## src/design/pin_wake_regs.vh

```
`ifndef PIN_WAKE_REGS_VH
`define PIN_WAKE_REGS_VH
// register addresses on the special-function bus
`define ADDR_POWER_MODE 8'h87
`define ADDR_TIMER_EXT_CTRL 8'h88
`define ADDR_EXTRA_FLAGS 8'h95
`define ADDR_P1_WAKE_MASK 8'h96
`define ADDR_IRQ_ENABLE 8'hA8
`define ADDR_IRQ_ENABLE_1 8'hA9
// power mode control fields
`define PM_IDLE_BIT 0
`define PM_PDOWN_BIT 1
// timer and external irq control fields
`define TC_A_TYPE_BIT 0
`define TC_A_FLAG_BIT 1
`define TC_B_TYPE_BIT 2
`define TC_B_FLAG_BIT 3
// extra flag fields
`define XF_P1_FLAG_BIT 1
`define XF_C_FLAG_BIT 2
// enable register fields
`define IE_A_BIT 0
`define IE_B_BIT 2
`define IE_GLOBAL_BIT 7
`define IE1_P1_BIT 1
`define IE1_C_BIT 2
// reset values
`define RST_BYTE 8'h00
`define RST_PINS 1'b1
// vector addresses
`define VEC_PIN_A 16'h0003
`define VEC_PIN_B 16'h0013
`define VEC_P1 16'h0043
`define VEC_PIN_C 16'h004B
`define VEC_NONE 16'h0000
// oscillator warm-up after stop, in cycles
`define WARMUP_CYCLES 16'h0010
`define WARMUP_ONE 16'h0001
`define WARMUP_ZERO 16'h0000
`endif

```

## src/design/pin_interrupt_wakeup.v

```verilog
// The address-and-strobe port was left to the implementer.
`timescale 1ns/1ps
`include "pin_wake_regs.vh"

// Contract
// - pin a, b, c map to P3.2/P3.3/P3.7
// - pins a/b: type 0 level, 1 falling
// - pin c falling edge only
// - any masked Port1 pin change triggers
// - a/b edge sets flag regardless enable
// - c edge sets flag regardless enable
// - vectoring clears the pin flag
// - port one flag needs per-pin mask
// - flag write zero clears, one keeps; a write to the a/b flags in the timer control takes the written value
// - power-down bit stops, idle bit idles
// - idle wake needs enable and global
// - idle wake enters service at once
// - enables arm stop wake per pin
// - stop wake resumes before servicing
// - stop wake interrupts only when enabled
// - pins sampled after warm-up, port async
// - refuse stop while armed pin low
// - stop wake ignores global enable
// - vectors 0003, 0013, 0043, 004B
module pin_interrupt_wakeup #(
	parameter WARMUP = `WARMUP_CYCLES
) (
	// clock and reset
	input wire sys_clk,
	input wire reset,
	// register port
	input wire [7:0] reg_addr,
	input wire [7:0] reg_wdata,
	input wire reg_wr,
	input wire reg_rd,
	output reg [7:0] reg_rdata,
	// port pins
	input wire [7:0] port3_pins,
	input wire [7:0] port1_pins,
	// cpu interrupt interface
	output wire irq_request,
	output reg [15:0] irq_vector,
	input wire irq_ack,
	input wire [15:0] ack_vector,
	input wire irq_return,
	// power state
	output wire core_idle,
	output wire core_stopped,
	output wire osc_warming
);

	// power states
	localparam ST_RUN = 4'b0001;
	localparam ST_IDLE = 4'b0010;
	localparam ST_STOP = 4'b0100;
	localparam ST_WARM = 4'b1000;

	// wake sequence in brief:
	// run -> idle on the idle bit, back to run once any enabled request stands;
	// run -> stop on the power-down bit unless an armed pin already sits low;
	// stop -> warm on an armed low pin or a masked port one change, with the
	// global enable ignored, since no clock runs the cpu while stopped anyway;
	// warm -> run after the warm-up count, and the request stays gated until the
	// first register access, which stands for the instruction after the stop.
	// limitation: a pin pulse shorter than the warm-up wakes the
	// core from stop but leaves no flag, so the core resumes without a service.
	// port one changes are compared cycle by cycle against the last level,
	// so a glitch shorter than one clock is missed while the clock runs.
	// trade-off: the stop refusal looks at the raw pins, so a pin that has
	// just gone low blocks stop even before the synchroniser has seen it.

	reg [7:0] pm_r;
	reg [7:0] tc_r;
	reg [7:0] xf_r;
	reg [7:0] wake_mask_r;
	reg [7:0] ie_r;
	reg [7:0] ie1_r;
	reg [3:0] state_r;
	reg [3:0] state_nxt;
	reg [15:0] warm_r;
	reg [2:0] pin_s1_r;
	reg [2:0] pin_s2_r;
	reg [2:0] pin_prev_r;
	reg [7:0] p1_prev_r;
	reg p1_stop_wake_r;
	reg stop_resume_r;

	wire [2:0] pins_raw;
	wire [2:0] pin_fall;
	wire [7:0] p1_change;
	wire p1_event;
	wire sampling;
	wire pend_a;
	wire pend_b;
	wire req_a;
	wire req_b;
	wire req_c;
	wire req_p1;
	wire any_req;
	wire stop_arm_low;
	wire stop_wake;
	wire leave_warm;
	// decoded register writes
	wire wr_pm;
	wire wr_tc;
	wire wr_xf;
	wire wr_mask;
	wire wr_ie;
	wire wr_ie1;
	// decoded vector acknowledges, one per flag that vectoring clears
	wire ack_a;
	wire ack_b;
	wire ack_c;
	wire ack_p1;
	// qualified falling edges, one per external pin
	wire fall_a;
	wire fall_b;
	wire fall_c;

	function is_wr;
		input [7:0] a;
		begin
			is_wr = reg_wr && (reg_addr == a);
		end
	endfunction

	// one decode per register, shared by every process that writes it; the power state logic decodes the power mode write again
	assign wr_pm = is_wr(`ADDR_POWER_MODE);
	assign wr_tc = is_wr(`ADDR_TIMER_EXT_CTRL);
	assign wr_xf = is_wr(`ADDR_EXTRA_FLAGS);
	assign wr_mask = is_wr(`ADDR_P1_WAKE_MASK);
	assign wr_ie = is_wr(`ADDR_IRQ_ENABLE);
	assign wr_ie1 = is_wr(`ADDR_IRQ_ENABLE_1);

	// an acknowledge clears only the flag whose vector the cpu took
	assign ack_a = irq_ack && (ack_vector == `VEC_PIN_A);
	assign ack_b = irq_ack && (ack_vector == `VEC_PIN_B);
	assign ack_c = irq_ack && (ack_vector == `VEC_PIN_C);
	assign ack_p1 = irq_ack && (ack_vector == `VEC_P1);

	// pins a, b, c on port3 bits 2, 3, 7
	assign pins_raw = {port3_pins[7], port3_pins[3], port3_pins[2]};

	// pins frozen during stop and warm-up: the clock is not there to sample
	assign sampling = (state_r == ST_RUN) || (state_r == ST_IDLE);
	assign pin_fall = pin_prev_r & ~pin_s2_r & {3{sampling}};

	// a/b edges only count in edge mode; in level mode the pin itself requests
	assign fall_a = pin_fall[0] && tc_r[`TC_A_TYPE_BIT];
	assign fall_b = pin_fall[1] && tc_r[`TC_B_TYPE_BIT];
	assign fall_c = pin_fall[2];

	// port one change seen on any pin whose mask bit is set
	assign p1_change = (port1_pins ^ p1_prev_r) & wake_mask_r;
	assign p1_event = |p1_change;

	// level mode: the pending state follows the low pin while type is 0
	assign pend_a = tc_r[`TC_A_TYPE_BIT] ? tc_r[`TC_A_FLAG_BIT] : ~pin_s2_r[0];
	assign pend_b = tc_r[`TC_B_TYPE_BIT] ? tc_r[`TC_B_FLAG_BIT] : ~pin_s2_r[1];

	// requests need individual and global enable
	assign req_a = pend_a && ie_r[`IE_A_BIT] && ie_r[`IE_GLOBAL_BIT];
	assign req_b = pend_b && ie_r[`IE_B_BIT] && ie_r[`IE_GLOBAL_BIT];
	assign req_c = xf_r[`XF_C_FLAG_BIT] && ie1_r[`IE1_C_BIT] && ie_r[`IE_GLOBAL_BIT];
	assign req_p1 = xf_r[`XF_P1_FLAG_BIT] && ie1_r[`IE1_P1_BIT] && ie_r[`IE_GLOBAL_BIT];
	assign any_req = req_a | req_b | req_c | req_p1;

	// held off for one instruction after stop wake; idle wake goes straight in
	assign irq_request = any_req && sampling && !stop_resume_r;

	// armed pin sitting low blocks stop entry
	assign stop_arm_low = (~pins_raw[0] & ie_r[`IE_A_BIT]) |
		(~pins_raw[1] & ie_r[`IE_B_BIT]) |
		(~pins_raw[2] & ie1_r[`IE1_C_BIT]);

	// stop wake from an armed pin low level or port one change, global enable ignored
	assign stop_wake = stop_arm_low | p1_event;

	assign core_idle = (state_r == ST_IDLE);
	assign core_stopped = (state_r == ST_STOP);
	assign osc_warming = (state_r == ST_WARM);
	// last warm-up cycle, where the resume gate closes
	assign leave_warm = (state_r == ST_WARM) && (state_nxt == ST_RUN);

	// vector priority follows the cpu's natural order
	always @* begin
		if (req_a)
			irq_vector = `VEC_PIN_A;
		else if (req_b)
			irq_vector = `VEC_PIN_B;
		else if (req_p1)
			irq_vector = `VEC_P1;
		else if (req_c)
			irq_vector = `VEC_PIN_C;
		else
			irq_vector = `VEC_NONE;
	end

	// power state sequencing
	always @* begin
		state_nxt = state_r;
		case (state_r)
			ST_RUN: begin
				if (is_wr(`ADDR_POWER_MODE) && reg_wdata[`PM_PDOWN_BIT] && !stop_arm_low)
					state_nxt = ST_STOP;
				else if (is_wr(`ADDR_POWER_MODE) && reg_wdata[`PM_IDLE_BIT])
					state_nxt = ST_IDLE;
			end
			ST_IDLE: begin
				if (any_req)
					state_nxt = ST_RUN;
			end
			ST_STOP: begin
				if (stop_wake)
					state_nxt = ST_WARM;
			end
			ST_WARM: begin
				if (warm_r == `WARMUP_ONE)
					state_nxt = ST_RUN;
			end
			default: state_nxt = ST_RUN;
		endcase
	end

	// power state register
	always @(posedge sys_clk) begin
		if (reset) begin
			state_r <= ST_RUN;
		end else begin
			state_r <= state_nxt;
		end
	end

	// warm-up counter: loaded while stopped, counts down as the oscillator settles
	always @(posedge sys_clk) begin
		if (reset) begin
			warm_r <= `WARMUP_ZERO;
		end else if (state_r == ST_STOP) begin
			warm_r <= WARMUP[15:0];
		end else if (warm_r != `WARMUP_ZERO) begin
			warm_r <= warm_r - `WARMUP_ONE;
		end
	end

	// resume gate: the next register access stands for the first instruction after stop
	always @(posedge sys_clk) begin
		if (reset) begin
			stop_resume_r <= 1'b0;
		end else if (leave_warm) begin
			stop_resume_r <= 1'b1;
		end else if (reg_wr || reg_rd) begin
			stop_resume_r <= 1'b0;
		end
	end

	// two-flop synchroniser; only the second stage feeds logic
	always @(posedge sys_clk) begin
		if (reset) begin
			pin_s1_r <= {3{`RST_PINS}};
			pin_s2_r <= {3{`RST_PINS}};
			pin_prev_r <= {3{`RST_PINS}};
		end else begin
			pin_s1_r <= pins_raw;
			pin_s2_r <= pin_s1_r;
			if (sampling)
				pin_prev_r <= pin_s2_r;
		end
	end

	// port one history; a stop-time change is remembered so its flag is not lost
	always @(posedge sys_clk) begin
		if (reset) begin
			p1_prev_r <= {8{`RST_PINS}};
			p1_stop_wake_r <= 1'b0;
		end else begin
			p1_prev_r <= port1_pins;
			p1_stop_wake_r <= p1_event && (state_r == ST_STOP);
		end
	end

	// power mode register; the power-down bit mirrors stop and warm-up, the idle bit is set in idle, cleared in run and otherwise holds its value
	always @(posedge sys_clk) begin
		if (reset) begin
			pm_r <= `RST_BYTE;
		end else begin
			if (wr_pm)
				pm_r <= reg_wdata;
			if (state_nxt == ST_RUN)
				pm_r[`PM_IDLE_BIT] <= 1'b0;
			else if (state_nxt == ST_IDLE)
				pm_r[`PM_IDLE_BIT] <= 1'b1;
			pm_r[`PM_PDOWN_BIT] <= (state_nxt == ST_STOP) || (state_nxt == ST_WARM);
		end
	end

	// enable and wake mask registers, plain read-write
	always @(posedge sys_clk) begin
		if (reset) begin
			wake_mask_r <= `RST_BYTE;
			ie_r <= `RST_BYTE;
			ie1_r <= `RST_BYTE;
		end else begin
			if (wr_mask)
				wake_mask_r <= reg_wdata;
			if (wr_ie)
				ie_r <= reg_wdata;
			if (wr_ie1)
				ie1_r <= reg_wdata;
		end
	end

	// timer and pin control; a flag set wins over a clear in the same cycle
	always @(posedge sys_clk) begin
		if (reset) begin
			tc_r <= `RST_BYTE;
		end else begin
			if (wr_tc)
				tc_r <= reg_wdata;
			if (ack_a)
				tc_r[`TC_A_FLAG_BIT] <= 1'b0;
			if (ack_b)
				tc_r[`TC_B_FLAG_BIT] <= 1'b0;
			if (fall_a)
				tc_r[`TC_A_FLAG_BIT] <= 1'b1;
			if (fall_b)
				tc_r[`TC_B_FLAG_BIT] <= 1'b1;
		end
	end

	// extra flags: zero clears, one leaves the bit alone, a hardware set wins
	always @(posedge sys_clk) begin
		if (reset) begin
			xf_r <= `RST_BYTE;
		end else begin
			if (wr_xf)
				xf_r <= xf_r & reg_wdata;
			if (ack_c)
				xf_r[`XF_C_FLAG_BIT] <= 1'b0;
			if (ack_p1)
				xf_r[`XF_P1_FLAG_BIT] <= 1'b0;
			if (fall_c)
				xf_r[`XF_C_FLAG_BIT] <= 1'b1;
			if (p1_event || p1_stop_wake_r)
				xf_r[`XF_P1_FLAG_BIT] <= 1'b1;
		end
	end

	// read data one cycle after the strobe; unmapped reads as zero
	always @(posedge sys_clk) begin
		if (reset) begin
			reg_rdata <= `RST_BYTE;
		end else if (reg_rd) begin
			case (reg_addr)
				`ADDR_POWER_MODE: reg_rdata <= pm_r;
				`ADDR_TIMER_EXT_CTRL: reg_rdata <= tc_r;
				`ADDR_EXTRA_FLAGS: reg_rdata <= xf_r;
				`ADDR_P1_WAKE_MASK: reg_rdata <= wake_mask_r;
				`ADDR_IRQ_ENABLE: reg_rdata <= ie_r;
				`ADDR_IRQ_ENABLE_1: reg_rdata <= ie1_r;
				default: reg_rdata <= `RST_BYTE;
			endcase
		end else begin
			reg_rdata <= `RST_BYTE;
		end
	end

	// irq_return needs no state here: the idle bit is already clear
	wire unused_ok;
	assign unused_ok = irq_return;

endmodule // pin_interrupt_wakeup

```

## config.mk

```make
export PLATFORM = sky130hd
export DESIGN_NAME = pin_interrupt_wakeup
export DESIGN_NICKNAME = d
export VERILOG_FILES = /design/src/design/pin_interrupt_wakeup.v
export VERILOG_INCLUDE_DIRS = /design/src /design/src/design
export SDC_FILE = /design/constraint.sdc
export NUM_CORES = 1
export LEC_CHECK = 0
export BUFFER_PORTS_ARGS = -buffer_cell sky130_fd_sc_hd__buf_2
export CORE_UTILIZATION = 55
export DETAILED_ROUTE_END_ITERATION = 12
export HOLD_SLACK_MARGIN = 0.05
export PLACE_DENSITY = 0.79
export SLEW_MARGIN = 20
export SYNTH_ARGS = -nofsm -noshare
export SYNTH_HDL_FRONTEND = slang
export SYNTH_SLANG_ARGS = --single-unit
```

## constraint.sdc

```tcl
create_clock -name sys_clk -period 2.06 [get_ports sys_clk]
set_input_delay 0.103 -clock sys_clk [delete_from_list [all_inputs] [get_ports sys_clk]]
set_output_delay 0.103 -clock sys_clk [all_outputs]
set_load 0.02 [all_outputs]
```

==> reports/metrics.yaml <==
drive_gt1_frac: 0.2138
dr.pass1.iters: 5
hold_viol_final: 0
slew_viol_final: 0
netlist_area_um2: 4393
period_share: 0.9124
maxSlewHeadroom: 0.6086
hpwl_um: 7346
ant_nets: 0
clock_sinks: 95
grt_overflow: 0
clk_pin_slew_ns: 0.09
status: "finished clean"
tightestPinTransition_ns: 0.5858
period_needed_ns: 1.879
htreeDepth: 3
ys_seq_area_frac: 0.4329
grt_use_total: 0.2593
fmax_mhz: 532.1
hold_class: "in2reg"
vias: 3900
syn_inst: 492
num_rows: 32
wl_per_cell_um: 15.16
port_buffers: 64
ys_async_sr_fraction: 0
final.setup.tns_ns: 0
peakVddDrop_mv: 0.6437
coreArea_um2: 7727
dieHeight_um: 91.37
cts_setup_buffers: 0
grt_max_degree: 60
avgSynthCellArea_um2: 8.929
worstSetupStartpointType: "flip-flop"
placed_cells: 646
synth_edf_count: 0
gp_congestion: 0.8606
power_leakage_nw: 2.238
crit_type: "reg2out"
clock_path_buffers: 2
synth_warnings: 0
cts_tree: "built"
rsz0062_at_grt: "false"
first_iter_violations: 350
antenna_found_initial: 0
synth-seq-cells: 95
fp.dieArea_um2: 8348
cap_violations: 0
routed_wl_um: 10340
cts_root_buffer: "clkbuf_8"
worstSkewPairLatency_ns: 0.36
initial_core_util: 0.5685
crit_path_max_fanout: 4
numCtsBuffers: 9
antenna_cells: 0
critical_path_arrival_ns: 1.78
die_w_um: 91.37
drc_errors: 0
grt_pass1_vias: 3506
synth_ff_type: "dfxtp_1"
detail_route.vias_per_cell: 5.718
final_cells: 682
ys_types: 54
power_density_nw_per_um2: 847.1
nets: 632
ioPinCount: 82
cp_data_required_time_ns: 1.96
clock_skew_ns: 0.01070
area_delta_synth_final_pct: 18.34
setup-violations-final: 0
end_kind: "output pin"
grt_pass1_wl_um: 16960
==> cells in the mapped netlist (all sizes together), types with 2 or more instances <==
library cell	instances	area (um^2)
a211o	3	26.28
nand2	35	131.4
nor2b	4	25.02
nand3b	5	37.54
inv	10	37.54
xor2	19	166.4
nor4	5	31.28
xnor2	2	17.52
nor3	3	15.01
a22o	16	140.1
nand4b	4	35.03
nand4	6	43.79
nor4b	5	43.79
nand2b	7	43.79
or3	5	31.28
mux2	2	22.52
and2	2	12.51
dfxtp	95	1902
a21o	2	15.01
mux2i	37	370.4
nand3	10	55.05
nor2	72	270.3
or2	16	100.1
ha	3	37.54
a21oi	19	95.09
o21ai	15	75.07
buf	21	145.1
o211ai	6	45.04
o221ai	2	17.52
clkbuf	16	60.06
a22oi	13	97.59
a211oi	3	22.52
nor3b	9	67.56
and3	5	31.28
==> registers in the layout (all words and copies together) (netlist names) <==
signal and count:
pin_s2_r 3, stop_resume_r 1, xf_r 8, ie1_r 8, pm_r 8, state_r 4, pin_s1_r 3, reg_rdata 8
p1_stop_wake_r 1, pin_prev_r 3, warm_r 16, ie_r 8, wake_mask_r 8, tc_r 8, p1_prev_r 8
==> final timing paths <==
check / startpoint / endpoint / depth (start not counted) / slack [ns]
min reg2reg: pin_s1_r[2] / pin_s2_r[2] / 1 / 0.41
min: ack_vector[6] / tc_r[1] / 3 / 0.07
max reg2reg: warm_r[12] / warm_r[1] / 5 / 0.32
max: pin_s2_r[1] / irq_request / 6 / 0.18
==> through the flow <==
step	util	cell area [um^2]	total power [W]	hold slack (ns)	worst slack, ns
after floorplan	-	4443	0.003000	0.2096	0.2668
after global placement	0.6210	4798	0.003205	0.3183	0.2152
after detailed placement	0.6210	4798	0.003247	0.3211	0.09239
after CTS	0.6690	5170	0.004372	0.05283	0.08424
after global routing	0.6728	5199	0.004689	0.07206	0.06558
final	0.6728	5199	0.004404	0.06755	0.1805
==> power by group <==
part | internal (W) | leakage, nW | switching, W | total (W)
sequential | 0.00198 | 0.772 | 0.000138 | 0.00212
combinational | 0.000495 | 1.38 | 0.000685 | 0.00118
clock | 0.000446 | 0.0870 | 0.000655 | 0.00110
total | 0.00293 | 2.24 | 0.00148 | 0.00440
==> worst max-delay path, stage by stage, from the launching register on <==
cell,delay [ns]
dfxtp_1,0.34
inv_1,0.06
o211ai_1,0.36
a31oi_1,0.16
buf_4,0.19
nor3b_2,0.15
buf_2,0.15
==> kinds of logic (layout without fill, tap and decap cells) <==
logic type               Yosys count  count (layout)  synth area share
flip-flops                        95              95            0.4329
AND/OR/NAND/NOR                  199             199            0.2350
XOR/XNOR                          21              21           0.04187
buffers and inverters             47             125           0.05525
AO/OA/AOI/OAI                     87              87            0.1361
adder cells (fa/ha/maj)            3               3          0.008545
multiplexers                      39              39           0.08943
other                              1              11         0.0008536
==> routing by layer <==
metal	up-vias	global-route usage	wire [um]
li1	1876	-	-
met1	1829	0.3629	4766
met2	184	0.4028	4720
met3	11	0.05025	784
met4	0	0.07937	65
met5	-	0	0
==> cell usage in the layout (no fill, tap or decap), types with 4 or more instances in the layout <==
master,n
nand2b_1,7
o21ai_0,15
nor2b_1,4
a21oi_1,19
clkbuf_8,9
nor2_1,72
a22oi_1,13
and3_1,5
inv_1,10
nor3b_1,8
conb_1,11
dlygate4sd3_1,20
buf_4,15
nand3b_1,5
a22o_1,16
mux2i_1,37
nand2_1,35
or3_1,4
or2_2,16
nand4_1,5
nand4b_1,4
xor2_1,19
dfxtp_1,95
nand3_1,9
o211ai_1,6
buf_2,64
==> layout make-up <==
| class | count | area (um^2) |
|---|---|---|
| Clock buffer | 10 | 127.6 |
| Clock inverter | 6 | 43.79 |
| Fill cell | 617 | 2529 |
| Inverter | 10 | 37.54 |
| Multi-Input combinational cell | 360 | 2327 |
| Sequential cell | 95 | 1902 |
| Tap cell | 102 | 127.6 |
| Timing Repair Buffer | 99 | 633.1 |
==> timing repair <==
action | CTS | global route
endpoints found under the setup margin | 0 | 8
hold endpoints to repair | 23 | 0
gates resized for setup | 0 | 5
hold buffers | 20 | 0
No activity file was read; power rests on OpenSTA's default activity.
